$ cat config.mk
export PLATFORM = sky130hd
export DESIGN_NAME = rss_regs
export DESIGN_NICKNAME = d
export VERILOG_FILES = /design/src/hw/rss_pkg.sv /design/src/hw/rss_retry_timer.sv /design/src/hw/rss_regs.sv
export SDC_FILE = /design/constraint.sdc
export NUM_CORES = 1
export LEC_CHECK = 0
export BUFFER_PORTS_ARGS = -buffer_cell sky130_fd_sc_hd__buf_2
export CORE_MARGIN = 4
export CORE_UTILIZATION = 30
export DETAILED_ROUTE_END_ITERATION = 16
export GPL_ROUTABILITY_DRIVEN = 1
export GPL_TIMING_DRIVEN = 0
export HOLD_SLACK_MARGIN = 0.03
export SYNTH_ARGS = -nofsm -noshare
export SYNTH_HDL_FRONTEND = slang
export SYNTH_HIERARCHICAL = 1
export SYNTH_SLANG_ARGS = --single-unit
$ cat constraint.sdc
create_clock -name clk -period 4.7 [get_ports clk]
set_input_delay 0.705 -clock clk [delete_from_list [all_inputs] [get_ports clk]]
set_output_delay 0.705 -clock clk [all_outputs]
set_load 0.005 [all_outputs]
$ cat src/hw/rss_pkg.sv
// Constants for the radio setup and status register group
package rss_pkg;

	// Register offsets on the serial register port
	localparam logic [4:0] REG_CONFIG = 5'h00;
	localparam logic [4:0] REG_PIPE_ENABLES = 5'h02;
	localparam logic [4:0] REG_ADDRESS_WIDTH = 5'h03;
	localparam logic [4:0] REG_RETRY_SETUP = 5'h04;
	localparam logic [4:0] REG_CHANNEL_SELECT = 5'h05;
	localparam logic [4:0] REG_RADIO_SETUP = 5'h06;
	localparam logic [4:0] REG_EVENT_STATUS = 5'h07;

	// Command byte layout: three-bit opcode above a five-bit register offset
	localparam int CMD_OP_MSB = 7;
	localparam int CMD_OP_LSB = 5;
	localparam logic [2:0] CMD_OP_READ = 3'h0;
	localparam logic [2:0] CMD_OP_WRITE = 3'h1;

	// Reset values
	localparam logic [6:0] CONFIG_RESET = 7'h08;
	localparam logic [5:0] PIPE_ENABLES_RESET = 6'h03;
	localparam logic [1:0] ADDRESS_WIDTH_RESET = 2'h3;
	localparam logic [3:0] RETRY_DELAY_RESET = 4'h0;
	localparam logic [3:0] RETRY_COUNT_RESET = 4'h3;
	localparam logic [6:0] CHANNEL_RESET = 7'h02;
	localparam logic [4:0] RADIO_SETUP_RESET = 5'h0F;
	localparam logic [2:0] PIPE_EMPTY_CODE = 3'h7;

	// Field positions
	localparam int CFG_MASK_RX_BIT = 6;
	localparam int CFG_MASK_TX_BIT = 5;
	localparam int CFG_MASK_RT_BIT = 4;
	localparam int RETRY_DELAY_LSB = 4;
	localparam int RETRY_COUNT_LSB = 0;
	localparam int RADIO_PLL_FORCE_BIT = 4;
	localparam int RADIO_RATE_BIT = 3;
	localparam int RADIO_POWER_LSB = 1;
	localparam int RADIO_GAIN_BIT = 0;
	localparam int STAT_RX_READY_BIT = 6;
	localparam int STAT_DATA_SENT_BIT = 5;
	localparam int STAT_RETRY_LIMIT_BIT = 4;
	localparam int STAT_PIPE_LSB = 1;
	localparam int STAT_TX_FULL_BIT = 0;

	// Address width codes
	localparam logic [1:0] AW_ILLEGAL = 2'h0;
	localparam int AW_MAX_BYTES = 5;

	// Retransmit delay timing
	localparam int CLK_FREQ_HZ = 40000000;
	localparam int RETRY_UNIT_US = 250;
	localparam int RETRY_UNIT_CYCLES = RETRY_UNIT_US * (CLK_FREQ_HZ / 1000000);

endpackage : rss_pkg

$ cat src/hw/rss_retry_timer.sv
// Retransmit delay and attempt counter
`timescale 1ns/1ps

module rss_retry_timer #(
	parameter int UNIT_CYCLES = rss_pkg::RETRY_UNIT_CYCLES
) (
	input wire logic clk,
	input wire logic sys_rst,
	input wire logic [3:0] delay_code,
	input wire logic [3:0] count_limit,
	input wire logic tx_begin,
	input wire logic tx_no_ack,
	input wire logic blocked,
	output logic retransmit_go,
	output logic limit_hit,
	output logic [3:0] attempts
);

	localparam int UW = $clog2(UNIT_CYCLES + 1);

	typedef enum logic [0:0] {RSS_RT_IDLE, RSS_RT_WAIT} rss_rt_state_t;

	rss_rt_state_t state_q, state_d;
	logic [UW-1:0] unit_cnt_q, unit_cnt_d;
	logic [3:0] units_q, units_d;
	logic [3:0] attempts_q, attempts_d;
	logic go_q, go_d;
	logic hit_q, hit_d;

	// Refuse a unit length below one clock cycle
	if (UNIT_CYCLES < 1) begin : g_bad_unit
		$error("rss_retry_timer: UNIT_CYCLES must be at least 1");
	end

	// Delay is (code + 1) units of 250 us from end of one send to the next
	always_comb begin
		state_d = state_q;
		unit_cnt_d = unit_cnt_q;
		units_d = units_q;
		attempts_d = attempts_q;
		go_d = 1'b0;
		hit_d = 1'b0;
		if (tx_begin) begin
			attempts_d = 4'h0;
		end
		unique case (state_q)
			RSS_RT_IDLE: begin
				// A set limit flag blocks any further attempt until cleared
				if (tx_no_ack && !blocked) begin
					if (attempts_q >= count_limit) begin
						hit_d = 1'b1;
					end else begin
						state_d = RSS_RT_WAIT;
						unit_cnt_d = '0;
						units_d = 4'h0;
					end
				end
			end
			RSS_RT_WAIT: begin
				if (unit_cnt_q == UW'(UNIT_CYCLES - 1)) begin
					unit_cnt_d = '0;
					if (units_q == delay_code) begin
						state_d = RSS_RT_IDLE;
						go_d = 1'b1;
						attempts_d = attempts_q + 4'h1;
					end else begin
						units_d = units_q + 4'h1;
					end
				end else begin
					unit_cnt_d = unit_cnt_q + UW'(1);
				end
			end
		endcase
	end

	always_ff @(posedge clk or posedge sys_rst) begin
		if (sys_rst) begin
			state_q <= RSS_RT_IDLE;
			unit_cnt_q <= '0;
			units_q <= 4'h0;
			attempts_q <= 4'h0;
			go_q <= 1'b0;
			hit_q <= 1'b0;
		end else begin
			state_q <= state_d;
			unit_cnt_q <= unit_cnt_d;
			units_q <= units_d;
			attempts_q <= attempts_d;
			go_q <= go_d;
			hit_q <= hit_d;
		end
	end

	assign retransmit_go = go_q;
	assign limit_hit = hit_q;
	assign attempts = attempts_q;

endmodule : rss_retry_timer

$ cat src/hw/rss_regs.sv
// Radio setup and status registers behind the serial register port
`timescale 1ns/1ps

// Operation
// - Two-bit address width code, 00 illegal, reset 11
// - Short widths use low address bytes only
// - Retry wait is 250 us times code+1
// - Retry count field limits retransmissions, reset 0011
// - Seven-bit channel field, reset 2, bit7 zero
// - Output power code applied while transmitting, reset 11
// - Status shifts out during each command byte
// - Receive ready flag sets, cleared writing one
// - Data sent flag, after acknowledge if enabled
// - Retry limit flag blocks traffic until cleared
// - Pipe field reports head pipe, 111 empty
// - Bit zero shows transmit queue full
// - Active-low interrupt while unmasked flag set
// - Mask bit one keeps flag off interrupt
module rss_regs #(
	parameter int RETRY_UNIT_CYCLES = rss_pkg::RETRY_UNIT_CYCLES
) (
	input wire logic clk,
	input wire logic sys_rst,
	input wire logic spi_sck,
	input wire logic spi_csn_n,
	input wire logic spi_mosi,
	output logic spi_miso,
	output logic spi_miso_oe,
	input wire logic rx_payload_stored,
	input wire logic [2:0] rx_head_pipe,
	input wire logic tx_queue_full,
	input wire logic tx_packet_sent,
	input wire logic ack_received,
	input wire logic auto_acknowledge,
	input wire logic tx_active,
	input wire logic tx_begin,
	input wire logic tx_no_ack,
	input wire logic [39:0] stored_address,
	output logic irq_n,
	output logic [5:0] pipe_receive_enable,
	output logic [2:0] address_bytes,
	output logic [39:0] address_used,
	output logic [6:0] channel_number,
	output logic air_rate_select,
	output logic [1:0] output_power_code,
	output logic power_amp_enable,
	output logic pll_lock_force,
	output logic receiver_gain_setup,
	output logic retransmit_go,
	output logic comm_blocked
);

	// Bytes selected by a width code; the illegal code is never stored
	function automatic logic [2:0] aw_bytes(input logic [1:0] code);
		aw_bytes = 3'(code) + 3'h2;
	endfunction : aw_bytes

	// Port pin synchronisers; only stage two and the edge copy are read
	logic sck_s1_q, sck_s2_q, sck_s3_q;
	logic csn_n_s1_q, csn_n_s2_q, csn_n_s3_q;
	logic mosi_s1_q, mosi_s2_q;

	always_ff @(posedge clk or posedge sys_rst) begin
		if (sys_rst) begin
			sck_s1_q <= 1'b0;
			sck_s2_q <= 1'b0;
			sck_s3_q <= 1'b0;
			csn_n_s1_q <= 1'b1;
			csn_n_s2_q <= 1'b1;
			csn_n_s3_q <= 1'b1;
			mosi_s1_q <= 1'b0;
			mosi_s2_q <= 1'b0;
		end else begin
			sck_s1_q <= spi_sck;
			sck_s2_q <= sck_s1_q;
			sck_s3_q <= sck_s2_q;
			csn_n_s1_q <= spi_csn_n;
			csn_n_s2_q <= csn_n_s1_q;
			csn_n_s3_q <= csn_n_s2_q;
			mosi_s1_q <= spi_mosi;
			mosi_s2_q <= mosi_s1_q;
		end
	end

	logic sck_rise, sck_fall, csn_fall;
	assign sck_rise = sck_s2_q & ~sck_s3_q;
	assign sck_fall = ~sck_s2_q & sck_s3_q;
	assign csn_fall = ~csn_n_s2_q & csn_n_s3_q;

	// Register state
	logic [6:0] config_q, config_d;
	logic [5:0] pipe_en_q, pipe_en_d;
	logic [1:0] aw_code_q, aw_code_d;
	logic [3:0] delay_code_q, delay_code_d;
	logic [3:0] count_limit_q, count_limit_d;
	logic [6:0] channel_q, channel_d;
	logic [4:0] radio_q, radio_d;
	logic rx_ready_q, rx_ready_d;
	logic data_sent_q, data_sent_d;
	logic retry_limit_q, retry_limit_d;
	logic [2:0] pipe_no_q, pipe_no_d;
	logic tx_full_q, tx_full_d;
	logic irq_n_q, irq_n_d;
	logic [2:0] bytes_q, bytes_d;
	logic [39:0] addr_used_q, addr_used_d;
	logic pa_en_q, pa_en_d;

	// Serial engine state
	logic [2:0] bit_cnt_q, bit_cnt_d;
	logic first_byte_q, first_byte_d;
	logic [7:0] cmd_q, cmd_d;
	logic [7:0] rx_shift_q, rx_shift_d;
	logic [7:0] tx_shift_q, tx_shift_d;
	logic oe_q, oe_d;

	logic [7:0] status_byte;
	logic [7:0] rd_data;
	logic [7:0] wr_data;
	logic wr_en;
	logic limit_hit;
	logic rt_go;

	// Live status image, reserved bit 7 reads zero
	assign status_byte = {1'b0, rx_ready_q, data_sent_q, retry_limit_q, pipe_no_q, tx_full_q};

	// Read multiplexer; unmapped offsets read as zero
	always_comb begin
		rd_data = 8'h00;
		unique case (cmd_q[4:0])
			rss_pkg::REG_CONFIG: rd_data = {1'b0, config_q};
			rss_pkg::REG_PIPE_ENABLES: rd_data = {2'h0, pipe_en_q};
			rss_pkg::REG_ADDRESS_WIDTH: rd_data = {6'h00, aw_code_q};
			rss_pkg::REG_RETRY_SETUP: rd_data = {delay_code_q, count_limit_q};
			rss_pkg::REG_CHANNEL_SELECT: rd_data = {1'b0, channel_q};
			rss_pkg::REG_RADIO_SETUP: rd_data = {3'h0, radio_q};
			rss_pkg::REG_EVENT_STATUS: rd_data = status_byte;
			default: rd_data = 8'h00;
		endcase
	end

	// Byte framing: sample on rising clock, shift out on falling clock
	always_comb begin
		bit_cnt_d = bit_cnt_q;
		first_byte_d = first_byte_q;
		cmd_d = cmd_q;
		rx_shift_d = rx_shift_q;
		tx_shift_d = tx_shift_q;
		oe_d = ~csn_n_s2_q;
		wr_en = 1'b0;
		wr_data = {rx_shift_q[6:0], mosi_s2_q};
		if (csn_n_s2_q) begin
			bit_cnt_d = 3'h0;
			first_byte_d = 1'b1;
		end else if (csn_fall) begin
			// Status goes out first while the command comes in
			tx_shift_d = status_byte;
			bit_cnt_d = 3'h0;
			first_byte_d = 1'b1;
		end else begin
			if (sck_rise) begin
				rx_shift_d = wr_data;
				bit_cnt_d = bit_cnt_q + 3'h1;
				if (bit_cnt_q == 3'h7) begin
					if (first_byte_q) begin
						cmd_d = wr_data;
						first_byte_d = 1'b0;
					end else if (cmd_q[rss_pkg::CMD_OP_MSB:rss_pkg::CMD_OP_LSB]
							== rss_pkg::CMD_OP_WRITE) begin
						wr_en = 1'b1;
					end
				end
			end
			if (sck_fall) begin
				if (bit_cnt_q == 3'h0) begin
					// Byte boundary: data bytes carry the read value or zero
					if (cmd_q[rss_pkg::CMD_OP_MSB:rss_pkg::CMD_OP_LSB]
							== rss_pkg::CMD_OP_READ) begin
						tx_shift_d = rd_data;
					end else begin
						tx_shift_d = 8'h00;
					end
				end else begin
					tx_shift_d = {tx_shift_q[6:0], 1'b0};
				end
			end
		end
	end

	always_ff @(posedge clk or posedge sys_rst) begin
		if (sys_rst) begin
			bit_cnt_q <= 3'h0;
			first_byte_q <= 1'b1;
			cmd_q <= 8'h00;
			rx_shift_q <= 8'h00;
			tx_shift_q <= 8'h00;
			oe_q <= 1'b0;
		end else begin
			bit_cnt_q <= bit_cnt_d;
			first_byte_q <= first_byte_d;
			cmd_q <= cmd_d;
			rx_shift_q <= rx_shift_d;
			tx_shift_q <= tx_shift_d;
			oe_q <= oe_d;
		end
	end

	// Register updates, event flags and derived outputs
	always_comb begin
		config_d = config_q;
		pipe_en_d = pipe_en_q;
		aw_code_d = aw_code_q;
		delay_code_d = delay_code_q;
		count_limit_d = count_limit_q;
		channel_d = channel_q;
		radio_d = radio_q;
		rx_ready_d = rx_ready_q;
		data_sent_d = data_sent_q;
		retry_limit_d = retry_limit_q;
		if (wr_en) begin
			unique case (cmd_q[4:0])
				rss_pkg::REG_CONFIG: config_d = wr_data[6:0];
				rss_pkg::REG_PIPE_ENABLES: pipe_en_d = wr_data[5:0];
				rss_pkg::REG_ADDRESS_WIDTH: begin
					// The illegal code is refused and the old width kept
					if (wr_data[1:0] != rss_pkg::AW_ILLEGAL) begin
						aw_code_d = wr_data[1:0];
					end
				end
				rss_pkg::REG_RETRY_SETUP: begin
					delay_code_d = wr_data[rss_pkg::RETRY_DELAY_LSB +: 4];
					count_limit_d = wr_data[rss_pkg::RETRY_COUNT_LSB +: 4];
				end
				rss_pkg::REG_CHANNEL_SELECT: channel_d = wr_data[6:0];
				rss_pkg::REG_RADIO_SETUP: radio_d = wr_data[4:0];
				rss_pkg::REG_EVENT_STATUS: begin
					// Ones clear, zeros leave a flag alone
					rx_ready_d = rx_ready_q & ~wr_data[rss_pkg::STAT_RX_READY_BIT];
					data_sent_d = data_sent_q & ~wr_data[rss_pkg::STAT_DATA_SENT_BIT];
					retry_limit_d = retry_limit_q & ~wr_data[rss_pkg::STAT_RETRY_LIMIT_BIT];
				end
				default: ;
			endcase
		end
		// Set wins over a clear landing in the same cycle
		rx_ready_d = rx_ready_d | rx_payload_stored;
		data_sent_d = data_sent_d | (auto_acknowledge ? ack_received : tx_packet_sent);
		retry_limit_d = retry_limit_d | limit_hit;
		pipe_no_d = rx_head_pipe;
		tx_full_d = tx_queue_full;
		irq_n_d = ~((rx_ready_d & ~config_d[rss_pkg::CFG_MASK_RX_BIT])
			| (data_sent_d & ~config_d[rss_pkg::CFG_MASK_TX_BIT])
			| (retry_limit_d & ~config_d[rss_pkg::CFG_MASK_RT_BIT]));
		bytes_d = aw_bytes(aw_code_d);
		// Upper address bytes beyond the selected width are dropped
		for (int i = 0; i < rss_pkg::AW_MAX_BYTES; i++) begin
			addr_used_d[8*i +: 8] = (i < int'(bytes_d)) ? stored_address[8*i +: 8] : 8'h00;
		end
		pa_en_d = tx_active;
	end

	always_ff @(posedge clk or posedge sys_rst) begin
		if (sys_rst) begin
			config_q <= rss_pkg::CONFIG_RESET;
			pipe_en_q <= rss_pkg::PIPE_ENABLES_RESET;
			aw_code_q <= rss_pkg::ADDRESS_WIDTH_RESET;
			delay_code_q <= rss_pkg::RETRY_DELAY_RESET;
			count_limit_q <= rss_pkg::RETRY_COUNT_RESET;
			channel_q <= rss_pkg::CHANNEL_RESET;
			radio_q <= rss_pkg::RADIO_SETUP_RESET;
			rx_ready_q <= 1'b0;
			data_sent_q <= 1'b0;
			retry_limit_q <= 1'b0;
			pipe_no_q <= rss_pkg::PIPE_EMPTY_CODE;
			tx_full_q <= 1'b0;
			irq_n_q <= 1'b1;
			bytes_q <= 3'h5;
			addr_used_q <= 40'h00_0000_0000;
			pa_en_q <= 1'b0;
		end else begin
			config_q <= config_d;
			pipe_en_q <= pipe_en_d;
			aw_code_q <= aw_code_d;
			delay_code_q <= delay_code_d;
			count_limit_q <= count_limit_d;
			channel_q <= channel_d;
			radio_q <= radio_d;
			rx_ready_q <= rx_ready_d;
			data_sent_q <= data_sent_d;
			retry_limit_q <= retry_limit_d;
			pipe_no_q <= pipe_no_d;
			tx_full_q <= tx_full_d;
			irq_n_q <= irq_n_d;
			bytes_q <= bytes_d;
			addr_used_q <= addr_used_d;
			pa_en_q <= pa_en_d;
		end
	end

	// Retransmit pacing, stalled while the limit flag stands
	rss_retry_timer #(
		.UNIT_CYCLES(RETRY_UNIT_CYCLES)
	) u_retry (
		.clk(clk),
		.sys_rst(sys_rst),
		.delay_code(delay_code_q),
		.count_limit(count_limit_q),
		.tx_begin(tx_begin),
		.tx_no_ack(tx_no_ack),
		.blocked(retry_limit_q),
		.retransmit_go(rt_go),
		.limit_hit(limit_hit),
		.attempts()
	);

	// Outputs straight from flip-flops
	assign spi_miso = tx_shift_q[7];
	assign spi_miso_oe = oe_q;
	assign irq_n = irq_n_q;
	assign pipe_receive_enable = pipe_en_q;
	assign address_bytes = bytes_q;
	assign address_used = addr_used_q;
	assign channel_number = channel_q;
	assign air_rate_select = radio_q[rss_pkg::RADIO_RATE_BIT];
	assign output_power_code = radio_q[rss_pkg::RADIO_POWER_LSB +: 2];
	assign power_amp_enable = pa_en_q;
	assign pll_lock_force = radio_q[rss_pkg::RADIO_PLL_FORCE_BIT];
	assign receiver_gain_setup = radio_q[rss_pkg::RADIO_GAIN_BIT];
	assign retransmit_go = rt_go;
	assign comm_blocked = retry_limit_q;

endmodule : rss_regs

==> impl_metrics.ini <==
[synthesis]
synth.avg_cell_area_um2 = 12.52
ys_types = 63
synth_top_flop_cell = dfrtp_1
yosysTopAreaCell = dfrtp_1
synth-seq-cells = 146
synth_area_um2 = 6324
synth_nets = 571
netlist.area_leader.share = 0.4986
synth_edf_count = 0
synthCells = 505
async_flop_share = 1.000
synth_warnings = 6
ys_seq_area_frac = 0.5817
synthTopCellsByArea = dfrtp_1 (50%), mux2_2 (9.1%), dfstp_2 (8.3%)

[clocking]
clkSlewWorstSetupHoldPaths_ns = 0.07
cts_tree = yes
htreeDepth = 4
clk_latency_ns = 0.42
cts-root-buf = clkbuf_16
cts_inserted_buffers = 17
cts_sinks = 146
ctsHoldBuffers = 0
clockBufferDepth = 2
post_cts_buffers = 0
cts_resized = 0

[finish]
final_area_um2 = 7933
antenna_cells = 0
drive_above_1_share = 0.3939
areaGrowthSynthToFinish_pct = 25.45
nets = 713
final_cell_mix = buf_2 (126), dfrtp_1 (126), mux2_2 (51)

[setup_path]
crit_arrival_ns = 2.70
cp_cell_sequence = nor4b_2, nand3_2, nor3_2, mux2_2
critPathMaxFanout = 7
cp_slowest_cell = nor3_2
critPathKind = register to register
critPathLaunchType = register
critPathMaxStageDelay_ns = 0.73
critPathRequiredTime_ns = 5.00
endpoint_kind = register

[placement]
place_congestion = 0.8019
dpl_cell_area_um2 = 7305
dpl_worst_slack_ns = 2.307
hpwl_um = 10470
portBuffers = 122

[floorplan]
die-area_um2 = 23470
core_area_um2 = 20490
fp.dieW_um = 153.2
initial_utilization = 0.3085
num_io_pins = 123
fp-row-count = 52
die_height_um = 153.2

[timing]
timing.final.ws_setup_ns = 2.306
finalClockSkew_ns = 0.009115
max_freq_mhz = 417.7
setup_violations = 0
finalCriticalPeriod_ns = 2.394
slew_violations = 0
max_slew_margin = 0.3449
finalHoldViolations = 0
post-route-period-util = 0.5093
worst_slew_pin_slew_ns = 0.9815
rsz0062_at_grt = false

[outcome]
status = finished clean

[grt]
grt_pass1_wl_um = 24010
track_usage = 0.1266
grt.overflow.total = 0
first_global_vias = 4463
antenna_found_initial = 0
grt_max_degree = 66

[power]
pwr_density_cell_nw_per_um2 = 362.6
p_leak_uw = 0.003747
ir_drop_mv = 0.2713

[drt]
vias_per_cell = 4.740
wire_per_inst_um = 15.59
drc = 0
drt_iter0_drc = 271
wirelength_um = 14500
ant_nets = 0
dr_total_vias = 4408
firstDrtPassIters = 4

[flow_run]
maxCapViolCount = 0

[worst_hold_path]
holdCritPathClass = input port to async pin
## kinds of logic (layout without fill, tap and decap cells)
family | count (synthesis) | in the layout | share of synthesized area
fa+ha+maj | 10 | 10 | 0.01979
simple gates | 158 | 158 | 0.1526
compound gates | 88 | 88 | 0.09992
xor+xnor | 8 | 8 | 0.01108
buf+inv | 33 | 188 | 0.02275
flops | 146 | 146 | 0.5817
mux | 62 | 62 | 0.1122
## cell usage after synthesis, types with 5 or more instances
library cell  instances
dfrtp_1             126
nor3b_1               6
nand2_1              18
nand2b_1             13
o21ai_0              15
inv_1                16
nand3_1              18
a21oi_1              12
nand4_1               7
mux2i_1               9
mux2_2               51
ha_1                 10
nor2_1               26
xnor2_1               8
o211ai_1              5
nor2b_1               7
and2_1               27
a22o_1               10
dfstp_2              20
clkbuf_1              8
a31oi_1              11
## state kept, by name, summed over array words and instances (netlist names), 2 cells and up
register and flops:
u_retry/units_q 4, u_retry/unit_cnt_q 14, config_q 7, u_retry/attempts 4
tx_shift_q 8, pipe_receive_enable 6, pipe_no_q 3, bit_cnt_q 3
address_used 40, radio_q 5, rx_shift_q 7, delay_code_q 4
cmd_q 8, count_limit_q 4, channel_number 7, address_bytes 2
## metrics by stage
stage / utilization / power, µW / cells / TNS (ns) / hold WS (ns)
after floorplan: - / 1411 / 505 / 0 / 0.3312
after global placement: 0.3548 / 1475 / 897 / -67.90 / 0.3344
after detailed placement: 0.3564 / 1480 / 898 / 0 / 0.3347
after CTS: 0.3871 / 2916 / 930 / 0 / 0.3504
after global routing: 0.3871 / 2998 / 930 / 0 / 0.3609
final: 0.3871 / 2876 / 930 / 0 / 0.3463
## layout make-up
cell class	instances	area, µm²
plain buffers	17	83.83
clock buffers	20	456.7
clock inverters	12	171.4
fillers	2001	12560
inverters	16	65.06
multi-input cells	326	2501
flip-flops and latches	146	3679
well taps	270	337.8
repair buffers	123	638.1
## worst paths after layout
kind / startpoint / to / slack [ns] / cells past startpoint
setup / recovery: cmd_q[6]$_DFFE_PP0P_ / channel_number[4]$_DFFE_PP0P_ / 2.31 / 4
hold / removal: sys_rst / pipe_receive_enable[4]$_DFFE_PP0P_ / 0.35 / 2
setup reg to reg: cmd_q[6]$_DFFE_PP0P_ / channel_number[4]$_DFFE_PP0P_ / 2.31 / 4
hold reg to reg: sck_s1_q$_DFF_PP0_ / sck_s2_q$_DFF_PP0_ / 0.35 / 0
max in group asynchronous: sys_rst / u_retry/attempts[2]$_DFF_PP0_ / 3.54 / 2
min in group clk: sck_s1_q$_DFF_PP0_ / sck_s2_q$_DFF_PP0_ / 0.35 / 0
## power breakdown
part	leakage, µW	internal, µW	total (µW)	switching (µW)
registers	0.00183	1300	1340	44.6
logic	0.00161	51.6	114	62.4
clock network	0.000308	877	1420	544
## critical path, delay by kind of cell, from the launching register on
kind             cells  cell delay (ns)
DFF                  1             0.40
muxes                1             0.41
and+or+nand+nor      3             1.48
## layer usage
layer  global-route usage  wire (µm)  vias up
met5                    0          0        -
met2               0.1817       6365      129
met1               0.1839       6995     2141
met3              0.04128        978       11
met4              0.03437        161        0
li1                     -          -     2127
Note: power is estimated with default switching activity, not from simulation.
